--- src/design/pcstp_pkg.sv ---
// package for the serial transceiver port of the pcs/pma block
// assumes one clock domain, the transmit reference clock, shared with the transceiver
package pcstp_pkg;

  // receive synchronisation states, a reduced form of the 1000base-x sync machine
  typedef enum logic [1:0] {
    PCSTP_LOSS_OF_SYNC,
    PCSTP_COMMA_DETECT,
    PCSTP_SYNC_ACQUIRED
  } pcstp_sync_state_t;

  // commas with no invalid code group between them needed before sync is declared
  localparam logic [1:0] PCSTP_COMMAS_TO_SYNC = 2'h3;
  // consecutive good code groups counted before the next one undoes one level of degradation
  localparam logic [1:0] PCSTP_GOOD_CGS_TO_HEAL = 2'h3;
  // degradation levels tolerated while in sync; one more drops sync
  localparam logic [1:0] PCSTP_MAX_BAD_LEVEL = 2'h3;
  // elastic buffer status bit that flags overflow or underflow
  localparam int PCSTP_BUF_ERR_BIT = 1;
  // stages of the reset release and pin synchronisers
  localparam int PCSTP_SYNC_STAGES = 2;
  // reset values
  localparam logic [7:0] PCSTP_TX_DATA_RST = 8'h00;
  localparam logic [4:0] PCSTP_PHY_ADDR_RST = 5'h00;

  // per-byte receive information from the transceiver
  typedef struct packed {
    logic [7:0] rx_data;
    logic rx_kchar_flag;
    logic rx_running_disparity;
    logic rx_invalid_code;
    logic rx_disparity_error;
    logic rx_comma_flag;
    logic phy_rx_valid_input;
    logic [1:0] rx_elastic_buf_status;
    logic [2:0] rx_clock_corr_count;
    logic tx_buffer_error;
  } pcstp_xcvr_rx_t;

  // per-byte transmit controls toward the transceiver
  typedef struct packed {
    logic [7:0] phy_tx_data_bus;
    logic tx_kchar_flag;
    logic tx_disp_override_mode;
    logic tx_disp_value;
  } pcstp_xcvr_tx_t;

  // decoded receive word toward the pcs core
  typedef struct packed {
    logic [9:0] word;
    logic is_k;
    logic is_comma;
    logic code_error;
    logic valid_cg;
  } pcstp_rx_word_t;

endpackage

--- src/design/pcstp_port.sv ---
// serial transceiver port of the pcs/pma block: transceiver controls, byte
// transmit controls, receive flag decoding, receive sync machine, status
// assumes the transceiver's parallel side runs on clk_sys, the transmit
// reference clock; only reset, signal detect, lock and the address strap are async
`timescale 1ns/1ps

// Notes on behaviour
// sync status high only while sync acquired
// buffer status bit one means overflow/underflow
// invalid code: k flag is tenth bit
// invalid code: running disparity is ninth bit
// surroundings supply five bit pcs address
// signal detect high means light present
// unused signal detect is tied high
// drive comma realign enable to transceiver
// drive transceiver loopback control
// separate rx and tx transceiver resets
// drive transceiver power down
// per byte k, disparity mode, disparity value
// use comma, disparity, invalid flags in decoding
// accept transmit buffer error input
// accept three bit clock correction status
// raise interrupt on auto-negotiation event
// surroundings supply transmit reference clock
// global reset acts asynchronously
// held in reset while lock is low
// lock is clock manager and pll lock anded
// no clock manager: lock tied high
// eight bit transmit bus carries byte data
// rx valid input means realignment happened
// internal reset is reset or not locked
module pcstp_port (
  input wire logic clk_sys,
  input wire logic reset,
  input wire logic clock_manager_locked,
  input wire logic optical_signal_detect,
  input wire logic [4:0] pcs_phy_address,
  input wire logic cfg_comma_align_en,
  input wire logic cfg_loopback,
  input wire logic cfg_power_down,
  input wire logic cfg_rx_reset,
  input wire logic cfg_tx_reset,
  input wire logic autoneg_int_ack,
  input wire pcstp_pkg::pcstp_xcvr_tx_t tx_in,
  input wire pcstp_pkg::pcstp_xcvr_rx_t xcvr_rx,
  output pcstp_pkg::pcstp_xcvr_tx_t xcvr_tx,
  output pcstp_pkg::pcstp_rx_word_t rx_out,
  output logic comma_realign_enable,
  output logic xcvr_loopback_ctl,
  output logic xcvr_rx_reset_out,
  output logic xcvr_tx_reset_out,
  output logic xcvr_power_down,
  output logic sync_acquired_status,
  output logic autoneg_interrupt,
  output logic signal_present,
  output logic rx_buffer_fault,
  output logic tx_buffer_fault,
  output logic clock_corr_event,
  output logic realign_event,
  output logic [4:0] pcs_address_q
);

  // reset release: reset asserts at once, lock and reset release act after four edges
  logic [1:0] rst_pipe_q;
  logic [1:0] lock_sync_q;
  logic [1:0] lock_sync_d;
  logic rst_int;

  always_comb begin
    lock_sync_d = {lock_sync_q[0], clock_manager_locked};
  end

  // lock passes two flops before it may hold the block in reset
  always_ff @(posedge clk_sys or posedge reset) begin
    if (reset) begin
      lock_sync_q <= 2'h0;
    end else begin
      lock_sync_q <= lock_sync_d;
    end
  end

  // asynchronous assertion keeps the block quiet even with no clock running
  always_ff @(posedge clk_sys or posedge reset) begin
    if (reset) begin
      rst_pipe_q <= 2'h3;
    end else begin
      rst_pipe_q <= {rst_pipe_q[0], ~lock_sync_q[1]}; // see
    end
  end

  assign rst_int = rst_pipe_q[1];

  // signal detect and the address strap come from pins: two flops first
  logic [1:0] sigdet_q;
  logic [1:0] sigdet_d;
  logic [4:0] addr_meta_q;
  logic [4:0] addr_meta_d;
  logic [4:0] pcs_address_d;

  always_comb begin
    sigdet_d = {sigdet_q[0], optical_signal_detect};
    addr_meta_d = pcs_phy_address;
    // strap is sampled continuously; surroundings keep it static
    pcs_address_d = addr_meta_q;
  end

  // internal reset acts at once, so pins are quiet even with the clock stopped
  always_ff @(posedge clk_sys or posedge rst_int) begin
    if (rst_int) begin
      sigdet_q <= 2'h0;
      addr_meta_q <= pcstp_pkg::PCSTP_PHY_ADDR_RST;
      pcs_address_q <= pcstp_pkg::PCSTP_PHY_ADDR_RST;
    end else begin
      sigdet_q <= sigdet_d;
      addr_meta_q <= addr_meta_d;
      pcs_address_q <= pcs_address_d;
    end
  end

  // receive flag decoding
  logic light_ok;
  logic buf_err;
  logic cg_invalid;
  logic cg_comma;
  pcstp_pkg::pcstp_rx_word_t rx_word_d;

  always_comb begin
    light_ok = sigdet_q[1];
    buf_err = xcvr_rx.rx_elastic_buf_status[pcstp_pkg::PCSTP_BUF_ERR_BIT];
    // a disparity error spoils the code group as much as a bad code does
    cg_invalid = xcvr_rx.rx_invalid_code | xcvr_rx.rx_disparity_error;
    cg_comma = xcvr_rx.rx_comma_flag & xcvr_rx.rx_kchar_flag & ~cg_invalid;
    rx_word_d.word[7:0] = xcvr_rx.rx_data;
    if (xcvr_rx.rx_invalid_code) begin
      // no valid symbol: the flags carry the raw upper code bits
      rx_word_d.word[8] = xcvr_rx.rx_running_disparity;
      rx_word_d.word[9] = xcvr_rx.rx_kchar_flag;
      rx_word_d.is_k = 1'b0;
    end else begin
      rx_word_d.word[8] = 1'b0;
      rx_word_d.word[9] = 1'b0;
      rx_word_d.is_k = xcvr_rx.rx_kchar_flag;
    end
    rx_word_d.is_comma = cg_comma;
    rx_word_d.code_error = cg_invalid | buf_err;
    rx_word_d.valid_cg = ~cg_invalid & ~buf_err;
  end

  // receive sync machine
  pcstp_pkg::pcstp_sync_state_t state_q;
  pcstp_pkg::pcstp_sync_state_t state_d;
  logic [1:0] comma_cnt_q;
  logic [1:0] comma_cnt_d;
  logic [1:0] bad_lvl_q;
  logic [1:0] bad_lvl_d;
  logic [1:0] good_cnt_q;
  logic [1:0] good_cnt_d;

  // losing light or a buffer slip means bytes are unreliable: restart
  always_comb begin
    state_d = state_q;
    comma_cnt_d = comma_cnt_q;
    bad_lvl_d = bad_lvl_q;
    good_cnt_d = good_cnt_q;
    if (!light_ok || buf_err) begin
      state_d = pcstp_pkg::PCSTP_LOSS_OF_SYNC; // see
      comma_cnt_d = 2'h0;
      bad_lvl_d = 2'h0;
      good_cnt_d = 2'h0;
    end else begin
      unique case (state_q)
        pcstp_pkg::PCSTP_LOSS_OF_SYNC: begin
          if (cg_comma) begin
            state_d = pcstp_pkg::PCSTP_COMMA_DETECT;
            comma_cnt_d = 2'h1;
          end
        end
        pcstp_pkg::PCSTP_COMMA_DETECT: begin
          if (cg_invalid) begin
            state_d = pcstp_pkg::PCSTP_LOSS_OF_SYNC;
            comma_cnt_d = 2'h0;
          end else if (cg_comma) begin
            // extra commas hold the count rather than wrapping it back to zero
            if (comma_cnt_q != pcstp_pkg::PCSTP_COMMAS_TO_SYNC) begin
              comma_cnt_d = comma_cnt_q + 2'h1;
            end
          end else if (comma_cnt_q == pcstp_pkg::PCSTP_COMMAS_TO_SYNC) begin
            // data after the last comma completes acquisition
            state_d = pcstp_pkg::PCSTP_SYNC_ACQUIRED;
            bad_lvl_d = 2'h0;
            good_cnt_d = 2'h0;
          end
        end
        pcstp_pkg::PCSTP_SYNC_ACQUIRED: begin
          if (cg_invalid) begin
            good_cnt_d = 2'h0;
            if (bad_lvl_q == pcstp_pkg::PCSTP_MAX_BAD_LEVEL) begin
              state_d = pcstp_pkg::PCSTP_LOSS_OF_SYNC;
              bad_lvl_d = 2'h0;
              comma_cnt_d = 2'h0;
            end else begin
              bad_lvl_d = bad_lvl_q + 2'h1;
            end
          end else if (bad_lvl_q != 2'h0) begin
            if (good_cnt_q == pcstp_pkg::PCSTP_GOOD_CGS_TO_HEAL) begin
              bad_lvl_d = bad_lvl_q - 2'h1;
              good_cnt_d = 2'h0;
            end else begin
              good_cnt_d = good_cnt_q + 2'h1;
            end
          end
        end
      endcase
    end
  end

  // a global reset must drop sync without waiting for a clock edge
  always_ff @(posedge clk_sys or posedge rst_int) begin
    if (rst_int) begin
      state_q <= pcstp_pkg::PCSTP_LOSS_OF_SYNC;
      comma_cnt_q <= 2'h0;
      bad_lvl_q <= 2'h0;
      good_cnt_q <= 2'h0;
    end else begin
      state_q <= state_d;
      comma_cnt_q <= comma_cnt_d;
      bad_lvl_q <= bad_lvl_d;
      good_cnt_q <= good_cnt_d;
    end
  end

  // status, interrupt and transceiver controls
  logic sync_d;
  logic irq_d;
  logic realign_en_d;
  logic rx_rst_d;
  logic tx_rst_d;
  logic cc_d;
  logic loop_d;
  logic pdn_d;
  logic sigp_d;
  logic rxbf_d;
  logic txbf_d;
  logic rlgn_d;
  pcstp_pkg::pcstp_xcvr_tx_t tx_d;

  always_comb begin
    sync_d = (state_d == pcstp_pkg::PCSTP_SYNC_ACQUIRED);
    // any change of sync restarts negotiation; set beats a same-cycle ack
    if (sync_d != sync_acquired_status) begin
      irq_d = 1'b1;
    end else if (autoneg_int_ack) begin
      irq_d = 1'b0;
    end else begin
      irq_d = autoneg_interrupt;
    end
    // realigning on commas while synced would shift a good word boundary
    realign_en_d = cfg_comma_align_en & ~sync_d;
    // a slipped buffer is recovered by resetting that transceiver side
    rx_rst_d = rst_int | cfg_rx_reset | buf_err;
    tx_rst_d = rst_int | cfg_tx_reset | xcvr_rx.tx_buffer_error; // see
    cc_d = (xcvr_rx.rx_clock_corr_count != 3'h0);
    loop_d = cfg_loopback;
    pdn_d = cfg_power_down;
    sigp_d = light_ok;
    rxbf_d = buf_err;
    txbf_d = xcvr_rx.tx_buffer_error;
    rlgn_d = xcvr_rx.phy_rx_valid_input;
    tx_d = tx_in; // see
  end

  // internal reset acts at once: transceiver resets go high, the rest clear
  always_ff @(posedge clk_sys or posedge rst_int) begin
    if (rst_int) begin
      sync_acquired_status <= 1'b0;
      autoneg_interrupt <= 1'b0;
      comma_realign_enable <= 1'b0;
      xcvr_loopback_ctl <= 1'b0;
      xcvr_power_down <= 1'b0;
      xcvr_rx_reset_out <= 1'b1;
      xcvr_tx_reset_out <= 1'b1;
      signal_present <= 1'b0;
      rx_buffer_fault <= 1'b0;
      tx_buffer_fault <= 1'b0;
      clock_corr_event <= 1'b0;
      realign_event <= 1'b0;
      rx_out <= '0;
      xcvr_tx.phy_tx_data_bus <= pcstp_pkg::PCSTP_TX_DATA_RST;
      xcvr_tx.tx_kchar_flag <= 1'b0;
      xcvr_tx.tx_disp_override_mode <= 1'b0;
      xcvr_tx.tx_disp_value <= 1'b0;
    end else begin
      sync_acquired_status <= sync_d;
      autoneg_interrupt <= irq_d;
      comma_realign_enable <= realign_en_d;
      xcvr_loopback_ctl <= loop_d;
      xcvr_power_down <= pdn_d;
      xcvr_rx_reset_out <= rx_rst_d;
      xcvr_tx_reset_out <= tx_rst_d;
      signal_present <= sigp_d;
      rx_buffer_fault <= rxbf_d;
      tx_buffer_fault <= txbf_d;
      clock_corr_event <= cc_d;
      realign_event <= rlgn_d;
      rx_out <= rx_word_d;
      xcvr_tx <= tx_d;
    end
  end

endmodule

--- config.mk ---
export PLATFORM = sky130hd
export DESIGN_NAME = pcstp_port
export DESIGN_NICKNAME = d
export VERILOG_FILES = /design/src/design/pcstp_pkg.sv /design/src/design/pcstp_port.sv
export SDC_FILE = /design/constraint.sdc
export NUM_CORES = 1
export LEC_CHECK = 0
export BUFFER_PORTS_ARGS = -buffer_cell sky130_fd_sc_hd__buf_2
export CORE_MARGIN = 8
export CORE_UTILIZATION = 44
export CTS_BUF_LIST = sky130_fd_sc_hd__clkbuf_8
export CTS_CLUSTER_DIAMETER = 150
export DETAILED_ROUTE_END_ITERATION = 8
export GPL_ROUTABILITY_DRIVEN = 0
export MAX_ROUTING_LAYER = met4
export PLACE_DENSITY = 0.77
export SYNTH_ARGS = -nofsm -noshare
export SYNTH_HDL_FRONTEND = slang
export SYNTH_SLANG_ARGS = --single-unit
--- constraint.sdc ---
create_clock -name clk_sys -period 1.75 [get_ports clk_sys]
set_clock_uncertainty 0.05 [all_clocks]
set_input_delay 0.175 -clock clk_sys [delete_from_list [all_inputs] [get_ports clk_sys]]
set_output_delay 0.175 -clock clk_sys [all_outputs]
set_load 0.02 [all_outputs]
==> results of run 1 <==
==> flip-flops by register name (all words and copies together) (netlist names), 2 cells and up <==
name           cells
pcs_address_q      5
xcvr_tx           11
addr_meta_q        5
lock_sync_q        2
comma_cnt_q        2
bad_lvl_q          2
good_cnt_q         2
rx_out            14
state_q            2
rst_pipe_q         2
sigdet_q           2
==> cell families after synthesis <==
family,share of synthesized area (%)
AO/OA/AOI/OAI,8.19
flip-flops,73.7
multiplexers,0.542
adder cells (fa/ha/maj),4.21
buffers and inverters,2.95
AND/OR/NAND/NOR,10.4
==> power by group <==
part,internal [mW],switching [mW]
clock network,0.680,0.508
logic,0.150,0.168
registers,1.47,0.0191
total,2.30,0.695
==> worst reg2reg max path, stage by stage, from the launching register on <==
cell     delay (ns)
dfrtp_1        0.43
inv_2          0.11
ha_4           0.17
nor2_4         0.05
o311a_1        0.33
o31ai_4        0.27
and3_1         0.20
o22ai_1        0.07
==> worst min-delay path by stage <==
stage                     endpoint  slack, ns  depth (start not counted)
floorplan           lock_sync_q[0]      -0.11                          1
global placement    lock_sync_q[0]      0.003                          2
detailed placement  lock_sync_q[0]       0.01                          2
CTS                     rx_out[12]       0.01                          2
global route            rx_out[12]       0.03                          2
finish                  rx_out[12]       0.02                          2
==> layer usage <==
metal | track usage (%) | part of all wire, %
met1 | 16.3 | 37
met2 | 30.8 | 56
met3 | 4.49 | 4.3
met4 | 11.0 | 3.1
met5 | - | 0
==> synth_stat cells, drive strengths merged, types with 2 or more instances <==
cell    count
nand2       5
nor2        6
dfrtp      57
a21boi      2
nand2b      2
a21oi       4
and2        3
nand3b      2
nand3       4
o22ai       2
inv        12
dfstp       4
buf         2
nand4       2
or3         5
ha          7
o21ai       2
==> stage by stage <==
stage               setup TNS [ns]  instances
floorplan                 -0.00494        141
global placement            -0.119        292
detailed placement          -0.277        292
CTS                       -0.00594        346
global route                -0.434        350
finish                     -0.0434        350
==> layout make-up <==
type,instances,share of cell area [%]
multi-input cells,66,17.2
inverters,12,1.44
flip-flops and latches,61,45.2
repair buffers,142,28.5
well taps,54,2.00
clock inverters,5,1.55
clock buffers,10,4.07
==> what timing repair did <==
action	4_1_cts	5_1_grt
endpoints found under the setup margin	5	7
setup buffers	1	4
pin swaps	1	5
endpoints found under the hold margin	40	0
resized for setup	7	11
hold buffers	38	0
==> results.cfg, run 1 <==
[placed_design]
io_buffers = 86
pre_cts_slack_ns = -0.0996
placed_area_sq_um = 2690
dp_hpwl_um = 3790

[sta]
setup_viol = 2
rsz0062_at_grt = yes
fin_crit_sh_pct = 102
setup_slack_ns = -0.0416
hold_ws_ns = 0.0215
worst_pin_slew_ns = 0.420
finalHoldViolCount = 0
relSlewSlack_pct = 71.6
finalCriticalPeriod_ns = 1.79
fmax_ghz = 0.558
slew_violations = 0

[detailed_routing]
first_pass_iters = 4
dr.first_iter.drc_count = 87
antenna_left = 0
viasPerCell = 4.87
num_vias = 1706
wirelength_um = 5850
wl_per_cell_um = 16.7
drcViolationCount = 0

[finish]
seq_area_sq_um = 1530
area_growth_pct = 62.9
finalNetCount = 345
final_cell_mix = 86 x buf_2, 57 x dfrtp_1, 38 x dlygate4sd3_1
fillers = 291
final_common_cell = buf_2
drive_gt1_share_pct = 48.3
multiInputGateArea_sq_um = 582
finish.utilization_pct = 73.1
final_design_area_no_fill_sq_um = 3390
antennaDiodeCount = 0

[hold_path]
hp-class = in2reg
hp-start = xcvr_rx[10]

[logic_synthesis]
yosys.area.top_type_share_pct = 68.6
async_flop_share_pct = 100
ys_types = 42
synth_edf_count = 0
avgSynthCellArea_sq_um = 14.7
synthCells = 141
ys_warn_count = 0
yosysTopAreaCell = dfrtp_1
ys_seq_area_share_pct = 73.7
synth_nets = 194
ys.flop_type = dfrtp_1
synth-seq-cells = 61
syn_area_sq_um = 2080
synth_area_leaders = dfrtp_1 69%, dfstp_2 5.1%, ha_1 4.2%

[critical_path]
worst-endpoint-arrival_ns = 1.96
crit_start = state_q[0]
cp_cell_sequence = inv_2, ha_4, nor2_4, o311a_1, o31ai_4, and3_1, o22ai_1
crit_path_end_kind = register
critPathKind = reg2reg
cpMaxStageDelayCell = dfrtp_1
critical_path_depth = 7
r2r_slack_ns = -0.04
path_buf_inv = 1
worst_setup_path_start_kind = register
critPathMaxStageDelay_ns = 0.43
cp_max_fo = 4
endpoint = autoneg_interrupt
r2r_cells = 7
r2r-start = state_q[0]
critPathRequiredTime_ns = 1.91
r2r_end = autoneg_interrupt
cpLargestDelayFamily = compound AO/OA/AOI/OAI gates

[floorplan]
die_area_sq_um = 7180
num_rows = 25
die_h_um = 84.7
die_w_um = 84.7
start_util_pct = 44.9
core-area_sq_um = 4630
num_io_pins = 88

[grt]
grt_max_degree = 40
grt_pass1_wl_um = 9220
antenna_found_initial = 0
grt_pass1_vias = 1920
grt_usage_pct = 17.3
grt_overflow = 0

[pwr]
total_power_mw = 3.00
vdd_drop_max_mv = 0.754
power_density_nw_per_um2 = 885
p_leak_nw = 1.65

[clock_network]
cts_tree = built
clk_pin_slew_ns = 0.06
clk_path_buf_depth = 2
cts_root_buf = clkbuf_8
clock_sinks = 61
cts_max_level = 3
cts_buffers = 9
clk_latency_ns = 0.33

[outcome]
status = finished with violations
violations = setup timing

[run]
max_cap_viol_count = 0
Note: power is estimated with default switching activity, not from simulation.
==> run 2: changes to the inputs <==
clock period = 1.4 ns   (was 1.75 ns; I/O delays follow)
==> results.cfg, run 2 (synthesis gave the netlist of run 1 again) <==
[detailed_routing]
wl_per_cell_um = 17.3
route.met3.wl_um = 339
antenna_left = 0
maxUsedRoutingLayer = met4
viasPerCell = 4.86
first_pass_iters = 4
wl_met2_um = 3580
wirelength_um = 6290
dr.first_iter.drc_count = 97
wl_met1_um = 2220
num_vias = 1770
drcViolationCount = 0

[hold_path]
holdPathStages = 2
hp-class = in2reg
hp-start = xcvr_rx[5]
holdPathEnd = xcvr_rx_reset_out

[floorplan]
num_rows = 25
num_io_pins = 88
core-area_sq_um = 4630
die_area_sq_um = 7180
start_util_pct = 44.9
die_h_um = 84.7
die_w_um = 84.7

[sta]
finalHoldViolCount = 0
finalCriticalPeriod_ns = 1.79
relSlewSlack_pct = 72.5
hold_ws_ns = 0.0691
rsz0062_at_grt = yes
worst_pin_slew_ns = 0.408
fin_crit_sh_pct = 128
fmax_ghz = 0.558
setup_slack_ns = -0.394
slew_violations = 0
finalSetupTns_ns = -3.26
setup_viol = 11

[pwr]
p_leak_nw = 1.73
total_power_mw = 3.96
vdd_drop_max_mv = 0.932
power_density_nw_per_um2 = 1120

[grt]
grt_pass1_wl_um = 9800
grt_overflow = 0
grt_max_degree = 35
grt_usage_pct = 18.7
grt_pass1_vias = 1918
antenna_found_initial = 0

[critical_path]
crit_path_end_kind = register
r2r_end = autoneg_interrupt
critPathRequiredTime_ns = 1.56
cpLargestDelayFamily = compound AO/OA/AOI/OAI gates
cp_cell_sequence = inv_4, ha_4, nor2_2, o311a_1, o31ai_4, and3_1, o22ai_2
cp_max_fo = 4
worst-endpoint-arrival_ns = 1.95
critPathKind = reg2reg
critPathMaxStageDelay_ns = 0.45
worst_setup_path_start_kind = register
r2r_cells = 7
path_buf_inv = 1
cpMaxStageDelayCell = dfrtp_2
r2r_slack_ns = -0.39
r2r-start = state_q[0]

[clock_network]
clk_path_buf_depth = 2
clk_pin_slew_ns = 0.06
cts_max_level = 3
cts_root_buf = clkbuf_8
clk_latency_ns = 0.33
cts_buffers = 9
cts_tree = built
clock_sinks = 61

[finish]
area_growth_pct = 69.4
finalNetCount = 359
reg_top3 = rx_out: 14 flops, xcvr_tx: 11 flops
fillers = 279
final_cell_mix = 86 x buf_2, 56 x dfrtp_1, 40 x dlygate4sd3_1
final_design_area_no_fill_sq_um = 3520
final_common_cell = buf_2
finish.utilization_pct = 76.1
antennaDiodeCount = 0
drive_gt1_share_pct = 51.0
largest_register_ffs = 14
regMostFlops = rx_out

[outcome]
status = finished with violations
violations = setup timing

[placed_design]
placed_area_sq_um = 2810
dp_hpwl_um = 3850
io_buffers = 86

[run]
max_cap_viol_count = 0
## run 2: worst max path at each step
stage	cells past startpoint	startpoint	slack, ns	to
after detailed placement	7	state_q[0]	-0.43	autoneg_interrupt
after global routing	7	state_q[0]	-0.44	autoneg_interrupt
final	7	state_q[0]	-0.39	autoneg_interrupt
after global placement	7	state_q[0]	-0.34	autoneg_interrupt
after floorplan	8	state_q[0]	-0.36	autoneg_interrupt
after CTS	7	state_q[0]	-0.36	autoneg_interrupt
## run 2: cell type report
cell class              instances  area, sq um  area share, %
inverters                      12         51.3           1.46
flip-flops and latches         61         1530           43.5
clock buffers                  10          138           3.91
clock inverters                 5         76.3           2.17
multi-input cells              66          571           16.2
well taps                      54         67.6           1.92
repair buffers                156         1080           30.8
## run 2: worst register-to-register path: stages (launching register included)
cell and delay (ns):
dfrtp_2 0.45, inv_4 0.09, ha_4 0.15, nor2_2 0.05, o311a_1 0.33, o31ai_4 0.27
and3_1 0.21, o22ai_2 0.07
## run 2: repair_timing
action	in CTS	in global routing
hold buffers	40	0
endpoints found under the hold margin	41	0
setup buffers	2	4
setup endpoints to repair	11	11
gates resized for setup	9	5
pin swaps	5	1
## run 2: through the flow
stage | setup WS [ns] | std cells
global placement | -0.341 | 303
finish | -0.394 | 364
global route | -0.444 | 364
detailed placement | -0.428 | 303
floorplan | -0.358 | 141
CTS | -0.358 | 360
## run 2: where the power goes
part / total [mW] / switching, mW / internal [mW]
Combinational: 0.424 / 0.219 / 0.205
Clock: 1.67 / 0.637 / 1.03
Sequential: 1.87 / 0.0254 / 1.84
## run 2: layer usage
metal / up-vias / track usage [%]
met2: 54 / 34.2
met4: 0 / 7.61
met1: 893 / 17.5
li1: 811 / -
met3: 12 / 6.15
met5: - / -
==> run 3: changes to the inputs <==
CORE_UTILIZATION = 49   (was 44)
HOLD_SLACK_MARGIN = 0.02   (was unset)
PLACE_DENSITY = 0.82   (was 0.77)
SLEW_MARGIN = 25   (was unset)
clock period = 1.9 ns   (was 1.4 ns; I/O delays follow)
==> results.cfg, run 3 (synthesis gave the netlist of run 1 again) <==
[pwr]
p_int_mw = 2.01
power_frac_clock_pct = 37.3
vdd_drop_max_mv = 0.692
power_frac_seq_pct = 51.8
p_leak_nw = 1.60
combPwrFrac_pct = 10.9
switching_share_pct = 24.3
p_sw_mw = 0.647
power_density_nw_per_um2 = 820

[finish]
final_cell_mix = 86 x buf_2, 56 x dfrtp_1, 38 x dlygate4sd3_1
final_design_area_no_fill_sq_um = 3240
finalNetCount = 334
regMostFlops = rx_out
area_growth_pct = 55.9
drive_gt1_share_pct = 44.1
final_common_cell = buf_2
reg_top3 = rx_out: 14 flops, xcvr_tx: 11 flops
largest_register_ffs = 14

[placed_design]
placed_area_sq_um = 2610
io_buffers = 86
dp_hpwl_um = 3700

[critical_path]
critPathRequiredTime_ns = 2.07
r2r_slack_ns = -0.12
worst_setup_path_start_kind = register
critPathKind = reg2reg
crit_path_end_kind = register
critPathMaxStageDelay_ns = 0.46
cpLargestDelayFamily = compound AO/OA/AOI/OAI gates
cp_cell_sequence = inv_4, ha_4, nor2_4, o311a_1, o31ai_1, buf_4, and3_4, o22ai_2
cp_max_fo = 4
cpMaxStageDelayCell = dfrtp_2
path_buf_inv = 2
worst-endpoint-arrival_ns = 2.19

[detailed_routing]
route.met3.wl_um = 383
first_pass_iters = 4
wl_met2_um = 3900
num_vias = 1732
viasPerCell = 5.14
antenna_left = 0
maxUsedRoutingLayer = met4
drcViolationCount = 0
wl_met1_um = 2190
wl_per_cell_um = 19.9
wirelength_um = 6720
dr.first_iter.drc_count = 72

[sta]
finalHoldViolCount = 0
rsz0062_at_grt = yes
setup_slack_ns = -0.117
finalSetupTns_ns = -0.220
fin_crit_sh_pct = 106
fmax_ghz = 0.496
slew_violations = 0
worst_pin_slew_ns = 0.288
finalCriticalPeriod_ns = 2.02
relSlewSlack_pct = 80.5
setup_viol = 2
hold_ws_ns = 0.0381

[floorplan]
die_h_um = 81.1
die_area_sq_um = 6580
start_util_pct = 51.6
core-area_sq_um = 4030
num_io_pins = 88
num_rows = 23
die_w_um = 81.1

[clock_network]
cts_max_level = 3
cts_root_buf = clkbuf_8
clk_pin_slew_ns = 0.07
clk_latency_ns = 0.34
cts_tree = built
clk_path_buf_depth = 2
cts_buffers = 9
clock_sinks = 61

[grt]
grt_overflow = 0
grt_pass1_wl_um = 9940
grt_max_degree = 53
antenna_found_initial = 1
grt_pass1_vias = 1977
grt_usage_pct = 21.9

[hold_path]
hp-class = in2reg

[outcome]
status = finished with violations
violations = setup timing

[run]
max_cap_viol_count = 0
## run 3: worst paths after layout
kind                               start           endpoint  depth (start not counted)
max                           state_q[0]  autoneg_interrupt                          8
min                          xcvr_rx[10]         rx_out[12]                          2
max reg2reg                   state_q[0]  autoneg_interrupt                          8
min reg2reg                rst_pipe_q[1]     addr_meta_q[0]                          1
max in group asynchronous  rst_pipe_q[1]  xcvr_tx_reset_out                          2
min in group asynchronous  rst_pipe_q[1]     addr_meta_q[0]                          1
## run 3: final cells by class
class | instances | area (sq um)
antenna | 1 | 2.50
clock buffer | 11 | 151
clock inverter | 5 | 20.0
fill | 238 | 788
inverter | 12 | 47.5
multi-input combinational | 66 | 544
sequential | 61 | 1530
tap | 50 | 62.6
timing repair buffer | 131 | 880
## run 3: layer usage
layer | track usage, % | vias to the layer above
li1 | - | 766
met1 | 18.3 | 881
met2 | 40.7 | 64
met3 | 7.51 | 21
met4 | 12.3 | 0
met5 | - | -
## run 3: per-stage QoR
| step | power, mW | utilization (%) | cells | setup WS (ns) |
|---|---|---|---|---|
| floorplan | 1.50 | - | 141 | 0.0157 |
| global route | 2.75 | 80.4 | 337 | -0.139 |
| detailed placement | 1.62 | 64.8 | 281 | 0.0360 |
| CTS | 2.65 | 78.4 | 334 | 0.00785 |
| finish | 2.66 | 80.4 | 337 | -0.117 |
| global placement | 1.61 | 64.8 | 281 | 0.0614 |
## run 3: timing repair
item / CTS / global route
buffers inserted: 0 / 1
endpoints found under the hold margin: 39 / 1
hold buffers: 37 / 1
pin swaps: 0 / 2
endpoints found under the setup margin: 2 / 6
resized for setup: 3 / 13
## run 3: power groups by stage
stage | clock network (mW) | registers, mW | logic, mW
finish | 0.993 | 1.38 | 0.289
global route | 1.06 | 1.38 | 0.308
CTS | 0.994 | 1.37 | 0.279
detailed placement | 0 | 1.40 | 0.219
global placement | 0 | 1.39 | 0.214
floorplan | 0 | 1.45 | 0.0481
